===== src/common/async_timer_pkg.sv =====
//
// Contract
// - Sync: prescaled tick enables I/O clock
// - Writes land in holding, two osc edges
// - Five independent holding registers
// - Status register shows busy per holding
// - Compare match suppressed while count or compare write pending
// - Re-sleep within osc cycle re-raises interrupt
// - Oscillator runs when async selected, except power-down
// - Registers undefined after power-down wake
// - Wake starts on next source tick
// - Counter read via shadow, osc refreshed
// - Flags three cycles plus timer cycle
// - Default I/O clock, select claims pins
// - Prescaler stop, 1, 8..1024
// - Prescaler reset bit restarts phase
// - Control A layout, reset zero
package async_timer_pkg;
  localparam logic [7:0] ADDR_CTRL_A = 8'hb0;
  localparam logic [7:0] ADDR_CTRL_B = 8'hb1;
  localparam logic [7:0] ADDR_COUNT = 8'hb2;
  localparam logic [7:0] ADDR_CMP_A = 8'hb3;
  localparam logic [7:0] ADDR_CMP_B = 8'hb4;
  localparam logic [7:0] ADDR_ASYNC_STATUS = 8'hb6;
  localparam logic [7:0] ADDR_FLAGS = 8'hb7;
  localparam logic [7:0] ADDR_GEN_CTRL = 8'hb8;
  localparam logic [7:0] ADDR_SLEEP = 8'hb9;
  localparam logic [7:0] CTRL_A_MASK = 8'hf3;
  localparam logic [7:0] CTRL_B_MASK = 8'h07;
  localparam logic [7:0] RESET_VAL = 8'h00;
  localparam int STATUS_ASYNC_BIT = 5;
  localparam int GEN_PSR_BIT = 1;
  localparam int FLAG_OVF_BIT = 0;
  localparam int FLAG_CMPA_BIT = 1;
  localparam int FLAG_CMPB_BIT = 2;
  localparam int HOLD_CTRL_A = 0;
  localparam int HOLD_CTRL_B = 1;
  localparam int HOLD_COUNT = 2;
  localparam int HOLD_CMP_A = 3;
  localparam int HOLD_CMP_B = 4;
  localparam int NUM_HOLD = 5;
  localparam int XFER_EDGES = 2;
  localparam int FLAG_SYNC_STAGES = 3;
  typedef enum logic [1:0] {
    SLEEP_NONE, SLEEP_SAVE, SLEEP_POWERDOWN
  } sleep_mode_e;
  typedef struct packed {
    logic [7:0] address;
    logic read;
    logic write;
    logic [31:0] writedata;
  } bus_req_s;
endpackage : async_timer_pkg


===== src/core/async_timer_clock_sync.sv =====
`timescale 1ns/1ps
`default_nettype none
module async_timer_clock_sync (
  // Clock and reset
  input wire logic CLK_SYS_I,
  input wire logic NRST_I,
  // Avalon-MM slave
  input wire async_timer_pkg::bus_req_s AVS_REQ_I,
  output logic [31:0] AVS_READDATA_O,
  output logic AVS_WAITREQUEST_O,
  // Oscillator pins
  input wire logic OSC_INPUT_PIN_I,
  output logic OSC_PINS_CLAIMED_O,
  output logic OSC_ENABLE_O,
  // Compare outputs, interrupt, wake
  output logic OUT_A_O,
  output logic OUT_B_O,
  output logic IRQ_O,
  output logic WAKE_O
);
  import async_timer_pkg::*;

  //////////////////////////////////////////////////////////////////////
  // Bus slave: one wait cycle then answer
  logic wait_q;
  logic [7:0] hold_q [NUM_HOLD];
  logic [7:0] dest_q [NUM_HOLD];
  logic [NUM_HOLD-1:0] busy_q;
  logic async_sel_q;
  logic [2:0] flags_q;
  logic [2:0] irq_en_q;
  logic [1:0] sleep_q;
  logic [7:0] shadow_q;
  logic [7:0] count_q;
  logic [31:0] rdata_q;
  logic req;
  logic wr;
  assign req = AVS_REQ_I.read | AVS_REQ_I.write;
  // Write lands at the edge where waitrequest is seen low
  assign wr = AVS_REQ_I.write & ~wait_q;

  always_ff @(posedge CLK_SYS_I or negedge NRST_I) begin
    if (!NRST_I) begin
      wait_q <= 1'b1;
    end else begin
      wait_q <= ~(req & wait_q);
    end
  end

  function automatic int hold_index(input logic [7:0] a);
    case (a)
      ADDR_CTRL_A: hold_index = HOLD_CTRL_A;
      ADDR_CTRL_B: hold_index = HOLD_CTRL_B;
      ADDR_COUNT: hold_index = HOLD_COUNT;
      ADDR_CMP_A: hold_index = HOLD_CMP_A;
      ADDR_CMP_B: hold_index = HOLD_CMP_B;
      default: hold_index = NUM_HOLD;
    endcase
  endfunction : hold_index

  //////////////////////////////////////////////////////////////////////
  // Oscillator synchroniser and edge detect
  logic [2:0] osc_sync_q;
  logic osc_rise;
  always_ff @(posedge CLK_SYS_I or negedge NRST_I) begin
    if (!NRST_I) begin
      osc_sync_q <= 3'b000;
    end else begin
      osc_sync_q <= {osc_sync_q[1:0], OSC_INPUT_PIN_I};
    end
  end
  assign osc_rise = osc_sync_q[1] & ~osc_sync_q[2];

  // Source tick: every cycle, or osc rise when async
  logic src_tick;
  assign src_tick = async_sel_q ? osc_rise : 1'b1;

  //////////////////////////////////////////////////////////////////////
  // Holding registers and transfer counters
  logic [1:0] edge_cnt_q [NUM_HOLD];
  logic [NUM_HOLD-1:0] xfer;
  always_comb begin
    for (int i = 0; i < NUM_HOLD; i++) begin
      xfer[i] = busy_q[i] & osc_rise & (32'(edge_cnt_q[i]) == XFER_EDGES - 1);
    end
  end

  always_ff @(posedge CLK_SYS_I or negedge NRST_I) begin
    if (!NRST_I) begin
      for (int i = 0; i < NUM_HOLD; i++) begin
        hold_q[i] <= RESET_VAL;
        busy_q[i] <= 1'b0;
        edge_cnt_q[i] <= 2'd0;
      end
    end else begin
      for (int i = 0; i < NUM_HOLD; i++) begin
        if (wr && hold_index(AVS_REQ_I.address) == i && async_sel_q) begin
          hold_q[i] <= AVS_REQ_I.writedata[7:0];
          busy_q[i] <= 1'b1;
          edge_cnt_q[i] <= 2'd0;
        end else if (xfer[i]) begin
          busy_q[i] <= 1'b0;
        end else if (busy_q[i] && osc_rise) begin
          edge_cnt_q[i] <= edge_cnt_q[i] + 2'd1;
        end
      end
    end
  end

  //////////////////////////////////////////////////////////////////////
  // Destination registers and counter
  logic [7:0] psc_cnt_q;
  logic [9:0] div_q;
  logic tick;
  logic [7:0] top;
  logic cmp_block;
  logic match_a;
  logic match_b;
  logic psr_wr;
  assign psr_wr = wr && AVS_REQ_I.address == ADDR_GEN_CTRL && AVS_REQ_I.writedata[GEN_PSR_BIT];

  function automatic logic [7:0] dest_mask(input int i);
    dest_mask = (i == HOLD_CTRL_A) ? CTRL_A_MASK : (i == HOLD_CTRL_B) ? CTRL_B_MASK : 8'hff;
  endfunction : dest_mask

  always_ff @(posedge CLK_SYS_I or negedge NRST_I) begin
    if (!NRST_I) begin
      for (int i = 0; i < NUM_HOLD; i++) begin
        dest_q[i] <= RESET_VAL;
      end
    end else begin
      for (int i = 0; i < NUM_HOLD; i++) begin
        if (wr && hold_index(AVS_REQ_I.address) == i && !async_sel_q) begin
          dest_q[i] <= AVS_REQ_I.writedata[7:0] & dest_mask(i);
        end else if (xfer[i]) begin
          dest_q[i] <= hold_q[i] & dest_mask(i);
        end
      end
    end
  end

  // Prescaler
  always_ff @(posedge CLK_SYS_I or negedge NRST_I) begin
    if (!NRST_I) begin
      div_q <= 10'd0;
    end else if (psr_wr) begin
      div_q <= 10'd0;
    end else if (src_tick) begin
      div_q <= div_q + 10'd1;
    end
  end

  always_comb begin
    case (dest_q[HOLD_CTRL_B][2:0])
      3'd0: tick = 1'b0;
      3'd1: tick = src_tick;
      3'd2: tick = src_tick & (div_q[2:0] == 3'h7);
      3'd3: tick = src_tick & (div_q[4:0] == 5'h1f);
      3'd4: tick = src_tick & (div_q[5:0] == 6'h3f);
      3'd5: tick = src_tick & (div_q[6:0] == 7'h7f);
      3'd6: tick = src_tick & (div_q[7:0] == 8'hff);
      default: tick = src_tick & (div_q == 10'h3ff);
    endcase
  end

  assign top = dest_q[HOLD_CTRL_A][1] ? dest_q[HOLD_CMP_A] : 8'hff;
  assign cmp_block = async_sel_q & (busy_q[HOLD_CMP_A] | busy_q[HOLD_CMP_B] | busy_q[HOLD_COUNT]);
  assign match_a = tick & ~cmp_block & (count_q == dest_q[HOLD_CMP_A]);
  assign match_b = tick & ~cmp_block & (count_q == dest_q[HOLD_CMP_B]);

  // Counter: written value loads, else counts on tick
  always_ff @(posedge CLK_SYS_I or negedge NRST_I) begin
    if (!NRST_I) begin
      count_q <= RESET_VAL;
    end else if (xfer[HOLD_COUNT]) begin
      count_q <= hold_q[HOLD_COUNT];
    end else if (wr && AVS_REQ_I.address == ADDR_COUNT && !async_sel_q) begin
      count_q <= AVS_REQ_I.writedata[7:0];
    end else if (tick) begin
      count_q <= (count_q == top) ? 8'h00 : count_q + 8'h01;
    end
  end

  // Shadow for reads, refreshed every cycle, or on osc rise when async
  always_ff @(posedge CLK_SYS_I or negedge NRST_I) begin
    if (!NRST_I) begin
      shadow_q <= RESET_VAL;
    end else if (!async_sel_q || osc_rise) begin
      shadow_q <= count_q;
    end
  end

  //////////////////////////////////////////////////////////////////////
  // Compare outputs change on timer tick directly
  function automatic logic out_next(input logic cur, input logic [1:0] mode, input logic m);
    case (mode)
      2'b01: out_next = m ? ~cur : cur;
      2'b10: out_next = m ? 1'b0 : cur;
      2'b11: out_next = m ? 1'b1 : cur;
      default: out_next = cur;
    endcase
  endfunction : out_next

  always_ff @(posedge CLK_SYS_I or negedge NRST_I) begin
    if (!NRST_I) begin
      OUT_A_O <= 1'b0;
      OUT_B_O <= 1'b0;
    end else begin
      OUT_A_O <= out_next(OUT_A_O, dest_q[HOLD_CTRL_A][7:6], match_a);
      OUT_B_O <= out_next(OUT_B_O, dest_q[HOLD_CTRL_A][5:4], match_b);
    end
  end

  //////////////////////////////////////////////////////////////////////
  // Event flags: async events delayed three cycles
  logic [2:0] evt;
  logic [2:0] evt_pipe_q [FLAG_SYNC_STAGES];
  logic [2:0] evt_dly;
  assign evt = {match_b, match_a, tick & (count_q == top)};
  always_ff @(posedge CLK_SYS_I or negedge NRST_I) begin
    if (!NRST_I) begin
      for (int i = 0; i < FLAG_SYNC_STAGES; i++) begin
        evt_pipe_q[i] <= 3'b000;
      end
    end else begin
      evt_pipe_q[0] <= evt;
      for (int i = 1; i < FLAG_SYNC_STAGES; i++) begin
        evt_pipe_q[i] <= evt_pipe_q[i-1];
      end
    end
  end
  assign evt_dly = async_sel_q ? evt_pipe_q[FLAG_SYNC_STAGES-1] : evt;

  logic flag_clr;
  assign flag_clr = wr && AVS_REQ_I.address == ADDR_FLAGS;
  always_ff @(posedge CLK_SYS_I or negedge NRST_I) begin
    if (!NRST_I) begin
      flags_q <= 3'b000;
    end else begin
      flags_q <= (flags_q & ~(flag_clr ? AVS_REQ_I.writedata[2:0] : 3'b000)) | evt_dly;
    end
  end

  //////////////////////////////////////////////////////////////////////
  // Control bits: async select, irq enables, sleep mode
  always_ff @(posedge CLK_SYS_I or negedge NRST_I) begin
    if (!NRST_I) begin
      async_sel_q <= 1'b0;
      irq_en_q <= 3'b000;
      sleep_q <= SLEEP_NONE;
    end else if (wr) begin
      if (AVS_REQ_I.address == ADDR_ASYNC_STATUS) begin
        async_sel_q <= AVS_REQ_I.writedata[STATUS_ASYNC_BIT];
      end
      if (AVS_REQ_I.address == ADDR_GEN_CTRL) begin
        irq_en_q <= AVS_REQ_I.writedata[6:4];
      end
      if (AVS_REQ_I.address == ADDR_SLEEP) begin
        sleep_q <= AVS_REQ_I.writedata[1:0];
      end
    end
  end

  // Wake on next source tick after a pending flag; re-raised while pending
  logic irq_lvl;
  logic wake_arm_q;
  assign irq_lvl = |(flags_q & irq_en_q);
  always_ff @(posedge CLK_SYS_I or negedge NRST_I) begin
    if (!NRST_I) begin
      wake_arm_q <= 1'b0;
      WAKE_O <= 1'b0;
      IRQ_O <= 1'b0;
      OSC_ENABLE_O <= 1'b0;
      OSC_PINS_CLAIMED_O <= 1'b0;
    end else begin
      wake_arm_q <= irq_lvl & (sleep_q == SLEEP_SAVE);
      WAKE_O <= wake_arm_q & irq_lvl & (sleep_q == SLEEP_SAVE) & src_tick;
      IRQ_O <= irq_lvl;
      OSC_ENABLE_O <= async_sel_q & (sleep_q != SLEEP_POWERDOWN);
      OSC_PINS_CLAIMED_O <= async_sel_q;
    end
  end

  //////////////////////////////////////////////////////////////////////
  // Read mux
  always_ff @(posedge CLK_SYS_I or negedge NRST_I) begin
    if (!NRST_I) begin
      rdata_q <= 32'h0000_0000;
    end else begin
      case (AVS_REQ_I.address)
        ADDR_CTRL_A: rdata_q <= {24'h000000, dest_q[HOLD_CTRL_A]};
        ADDR_CTRL_B: rdata_q <= {24'h000000, dest_q[HOLD_CTRL_B]};
        ADDR_COUNT: rdata_q <= {24'h000000, shadow_q};
        ADDR_CMP_A: rdata_q <= {24'h000000, dest_q[HOLD_CMP_A]};
        ADDR_CMP_B: rdata_q <= {24'h000000, dest_q[HOLD_CMP_B]};
        ADDR_ASYNC_STATUS: rdata_q <= {26'h0, async_sel_q, busy_q};
        ADDR_FLAGS: rdata_q <= {29'h0, flags_q};
        ADDR_GEN_CTRL: rdata_q <= {25'h0, irq_en_q, 4'h0};
        ADDR_SLEEP: rdata_q <= {30'h0, sleep_q};
        default: rdata_q <= 32'h0000_0000;
      endcase
    end
  end
  assign AVS_READDATA_O = rdata_q;
  assign AVS_WAITREQUEST_O = wait_q;
endmodule : async_timer_clock_sync
`default_nettype wire


===== config.mk =====
export PLATFORM = sky130hd
export DESIGN_NAME = async_timer_clock_sync
export DESIGN_NICKNAME = d
export VERILOG_FILES = /design/src/common/async_timer_pkg.sv /design/src/core/async_timer_clock_sync.sv
export SDC_FILE = /design/constraint.sdc
export NUM_CORES = 1
export LEC_CHECK = 0
export BUFFER_PORTS_ARGS = -buffer_cell sky130_fd_sc_hd__buf_4
export CAP_MARGIN = 20
export CORE_MARGIN = 5
export CORE_UTILIZATION = 30
export DETAILED_ROUTE_END_ITERATION = 10
export HOLD_SLACK_MARGIN = 0.15
export PLACE_DENSITY = 0.59
export SLEW_MARGIN = 40
export SYNTH_ARGS = -nofsm -noshare
export SYNTH_HDL_FRONTEND = slang
export SYNTH_SLANG_ARGS = --single-unit

===== constraint.sdc =====
create_clock -name CLK_SYS_I -period 2.99 [get_ports CLK_SYS_I]
set_input_delay 0.1495 -clock CLK_SYS_I [delete_from_list [all_inputs] [get_ports CLK_SYS_I]]
set_output_delay 0.1495 -clock CLK_SYS_I [all_outputs]
set_load 0.01 [all_outputs]

# Yosys cells after proc, flatten, opt, wreduce, memory -nomap -nowiden
# Cells that the tools add are included.
# totals
in_bits	45
mem_bits_rw	0
rom_bits	0
n_memories	0
latchBits	0
register_bits	169
word_cells	251
# op_classes
mux	54
bitwise	42
eq_ne	52
n_shift	0
n_lt_le_gt_ge	0
add_sub_neg	7
n_reduce_logical	57
multipliers	0
div	0
# ops
op	count
2-to-1 mux 8 bit	13
equality test 8 bit, second input constant	10
case mux 8 bit (9 select lines)	1
equality test 32 x 3 -> 1 bit, second input constant	2
equality test 32 x 2 -> 1 bit, second input constant	1
equality test 32 x 4 -> 1 bit, second input constant	1
zero test 32 bit	1
2-to-1 mux 2 bit	15
nonzero test 2 bit	15
bitwise AND 1 bit	29
equality test 8 bit	3
logical AND 1 bit	24
2-to-1 mux 10 bit	2
2-to-1 mux 1 bit	17
equality test 2 x 1 -> 1 bit, second input constant	8
AND reduction 2 bit	8
case mux 3 bit (5 select lines)	1
!= test 2 bit, second input constant	7
equality test 3 bit, second input constant	4
adder 10 x 1 -> 10 bit, second input constant	1
adder 2 x 1 -> 2 bit, second input constant	5
equality test 10 bit, second input constant	1
!= test 2 x 1 -> 1 bit, second input constant	5
nonzero test 3 bit	3
20 further kinds	35

# Logic depth before layout (Yosys ltp)
# logic_depth
ltp_word	9
ltp_mapped	10

# Worst setup path after synthesis
# No wires, ideal clock.
# synth_path
path_type	reg2reg
start	register div_q[0]
end	register OUT_B_O
stages_incl_launch_ff	10
synth_period_minus_slack_ns	2.152
t_required_ns	2.862
path_buffers	0
arrival_time_ns	2.024
setup_ns	0.128
slack_ns	0.838
cell_sequence	dfrtp_1 -> ha_1 -> and3_1 -> ha_1 -> nor2b_1 -> mux2i_1 -> a32oi_1 -> nor3_2 -> o22ai_1 -> mux2_1
# synth_via
elab_chain_len	7
# synth_lines
element	line_no	source
start, declared	async_timer_clock_sync.sv:113	logic [9:0] div_q;
start signal, assigned	async_timer_clock_sync.sv:149	div_q <= div_q + 10'd1;
equality test 10 bit (tied with other cells)	async_timer_clock_sync.sv:162	default: tick = src_tick & (div_q == 10'h3ff);
bitwise AND 1 bit (tied with other cells)	async_timer_clock_sync.sv:162	
case mux 1 bit (7 select lines) (*)	async_timer_clock_sync.sv:154	case (dest_q[HOLD_CTRL_B][2:0])
bitwise AND 1 bit (*) (2 in series)	async_timer_clock_sync.sv:169	assign match_b = tick & ~cmp_block & (count_q == dest_q[HOLD_CMP_B]);
named net evt[2]	async_timer_clock_sync.sv:216	logic [2:0] evt;
!= test 2 bit (no source line)	--	
AND reduction 4 bit (no source line) (*)	--	
end signal, assigned	async_timer_clock_sync.sv:210	OUT_B_O <= out_next(OUT_B_O, dest_q[HOLD_CTRL_A][5:4], match_b);
end, declared	async_timer_clock_sync.sv:17	output logic OUT_B_O,
# The timed path passes the listed nets; every way through them passes the cells marked *.
# A chain may end at the register's enable or synchronous reset.

# Worst setup path after layout
# layout_path
start	register div_q[0]
end	register count_q[7]
# layout_via
elab_chain_len	4
# layout_lines
element	line_no	source
equality test 10 bit (tied with other cells)	async_timer_clock_sync.sv:162	
bitwise AND 1 bit (tied with other cells)	async_timer_clock_sync.sv:162	
case mux 1 bit (7 select lines) (*)	async_timer_clock_sync.sv:154	
nonzero test 3 bit (no source line) (*)	--	
end signal, assigned	async_timer_clock_sync.sv:176	count_q <= hold_q[HOLD_COUNT];
end signal, assigned	async_timer_clock_sync.sv:178	count_q <= AVS_REQ_I.writedata[7:0];
end signal, assigned	async_timer_clock_sync.sv:180	count_q <= (count_q == top) ? 8'h00 : count_q + 8'h01;
end, declared	async_timer_clock_sync.sv:34	logic [7:0] count_q;
# Mark *: on every way between the ends. The rest lies on a longest branch, timed or not.

==> out/results.ini <==
[yosys]
synth_seq_area_share = 0.5036
synth.distinct_cells = 62
synth_cells = 644
ys_seq_elements = 136
netlist_top_cells_area = dfrtp_1 50%, mux2_2 7.0%, mux2i_1 4.9%
synth.largest_area_cell = dfrtp_1
synth-edff-count = 0
synthFlopType = dfrtp_1
synth_area_sq_mm = 0.006760
synth_top_cell_area_share = 0.4997
ys_warn_count = 0
syn_area_per_cell_sq_um = 10.50
async_flop_share = 1.000

[cts]
postCtsSetupRepairBufs = 0
cts_resized = 0
postCtsHoldBufs = 13
clock_latency_ns = 0.42
cts.sink_count = 136
root_buffer = clkbuf_16
numCtsBuffers = 17
clockBufferDepth = 2
h-tree-depth = 4
path_clk_slew_ns = 0.06
cts_tree = yes

[critical_path]
crit_chain = ha_1 > and3_1 > ha_1 > nor2b_1 > mux2i_1 > a32oi_1 > buf_4 > nor2b_1 > nor2_1 > a31oi_1
rr_worst_depth = 10
slowest_delay_ns = 0.40
crit_fanout = 13
critPathSlowestCell = dfrtp_1
critPathRequiredTime_ns = 3.33
startpoint_type = register
criticalPathCategory = register to register
worst_setup_path_end_kind = register
worst_ep_arrival_time_ns = 2.74

[cells_and_area]
fin_nets = 748
final_area_sq_mm = 0.007948
fillers = 2250
drive_above_1_share = 0.1989
mostFrequentLayoutCells = 135 x dfrtp_1, 66 x nand2_1, 50 x nor2_1
synthToLayoutAreaGrowth_pct = 17.56
mostFrequentLayoutCell = dfrtp_1
stdcell_count = 989
n_antenna_cell = 0

[global_routing]
grt.overflow.total = 0
track_usage = 0.1332
grt_max_degree = 51
antenna_found_initial = 0
grt_pass1_vias = 4719
grt_pass1_wl_mm = 26.65

[hold_path]
hold_path.class = input pin to register
min_delay_path_depth = 4

[timing]
rsz0062_at_grt = no
holdWs_ns = 0.2146
tns_ns = 0
period_share = 0.8029
clock.fmax_mhz = 416.5
skew_ns = 0.006062
period_needed_ns = 2.401
slew_violations = 0
worstMarginPinSlew_ns = 0.6673
hold_viol_final = 0
slew_headroom = 0.5541
setup_viol = 0

[detailed_routing]
viasPerCell = 4.896
drt_iter0_markers = 342
remaining_drc_errors = 0
vias = 4842
wl_per_cell_um = 16.96
wl_mm = 16.78
postRouteAntennaNets = 0
firstDrtPassIters = 6

[run_status]
status = finished clean

[placement]
globalplace.congestion = 0.8831
dp_hpwl_mm = 11.94
dp_cells = 944
numPortBuffers = 35
place_area_sq_mm = 0.007237

[die]
core_sq_mm = 0.02243
rows = 55
initial_core_util = 0.3013
die_h_um = 160.1
die_area_sq_mm = 0.02564
die_w_um = 160.1
pin_count = 84

[power_and_ir_drop]
leakage_nw = 3.777
power.density_mw_per_mm2 = 669.2
fin_total_pwr_w = 0.005318
ir_worst_vdd_uv = 288.9

[run]
maxCapViolCount = 0

path summary, 6_finish.rpt:
| check | end | slack (ns) | start |
|---|---|---|---|
| max in group asynchronous | hold_q[12] | 1.92 | NRST_I |
| min in group asynchronous | hold_q[20] | 0.25 | NRST_I |
| hold reg to reg | evt_pipe_q[4] | 0.35 | evt_pipe_q[7] |
| setup reg to reg | count_q[7] | 0.59 | div_q[0] |
| setup / recovery | count_q[7] | 0.59 | div_q[0] |
| hold / removal | flags_q[2] | 0.21 | AVS_REQ_I[35] |
layer usage:
metal  global-route usage  part of all wire
met4              0.04771             0.019
met1               0.1831              0.47
met5                    0                 0
met2               0.2037              0.46
met3              0.03458             0.052
critical path, delay by kind of cell, from the launching register on:
kind / cells / cell delay, ns
adders and majority gates: 2 / 0.42
buffers and inverters: 1 / 0.26
and+or+nand+nor: 4 / 0.79
DFF: 1 / 0.40
muxes: 1 / 0.08
AOI/OAI and AO/OA: 2 / 0.37
through the flow:
| step | utilization | setup slack [ns] |
|---|---|---|
| finish | 0.3543 | 0.5892 |
| global route | 0.3543 | 0.4240 |
| CTS | 0.3543 | 0.6185 |
| detailed placement | 0.3226 | 0.6563 |
| global placement | 0.3226 | 0.6894 |
| floorplan | - | 0.8382 |
kinds of logic after synthesis:
group | share of synthesized area
AO/OA/AOI/OAI | 0.1075
XOR/XNOR | 0.03369
AND/OR/NAND/NOR | 0.1470
adder cells (fa/ha/maj) | 0.02221
buffers and inverters | 0.06163
multiplexers | 0.1238
flip-flops | 0.5036
other | 0.0005547
synthesized netlist by cell type, types with 4 or more instances:
| cell type | count |
|---|---|
| nor4_1 | 4 |
| a22oi_1 | 10 |
| a211oi_1 | 6 |
| a31oi_1 | 14 |
| a21oi_1 | 32 |
| o21ai_0 | 14 |
| dfrtp_1 | 135 |
| xor2_1 | 13 |
| nand3_1 | 32 |
| buf_4 | 25 |
| o21ai_1 | 7 |
| ha_1 | 12 |
| inv_2 | 4 |
| and3_1 | 7 |
| inv_1 | 19 |
| buf_2 | 14 |
| mux2_2 | 42 |
| nor3_1 | 7 |
| clkbuf_1 | 11 |
| nor2b_1 | 8 |
| nand2b_1 | 6 |
| xnor2_1 | 13 |
| nand2_1 | 66 |
| buf_1 | 4 |
| mux2i_1 | 33 |
| o22ai_1 | 5 |
| nor2_1 | 50 |
layout make-up:
class / instances / area [sq um] / share of cell area
clock buffer: 17 / 425.4 / 0.05353
clock inverter: 15 / 155.1 / 0.01952
inverter: 23 / 86.33 / 0.01086
multi-input combinational: 452 / 3025 / 0.3807
sequential: 136 / 3405 / 0.4284
tap: 285 / 356.6 / 0.04487
timing repair buffer: 61 / 494.2 / 0.06219
power by group:
part | switching, W | internal, W | leakage (nW) | total [W]
registers | 0.000303 | 0.00208 | 1.72 | 0.00238
logic | 0.000450 | 0.000433 | 1.79 | 0.000883
clock network | 0.000825 | 0.00123 | 0.267 | 0.00205
total | 0.00158 | 0.00374 | 3.78 | 0.00532
registers in the layout (all words and copies together), names as in the netlist, 2 cells and up:
register,cells
AVS_READDATA_O,8
flags_q,3
dest_q,25
evt_pipe_q,9
count_q,8
busy_q,5
osc_sync_q,3
shadow_q,8
hold_q,33
sleep_q,2
irq_en_q,3
edge_cnt_q,10
div_q,10
Note: power is estimated with default switching activity, not from simulation.
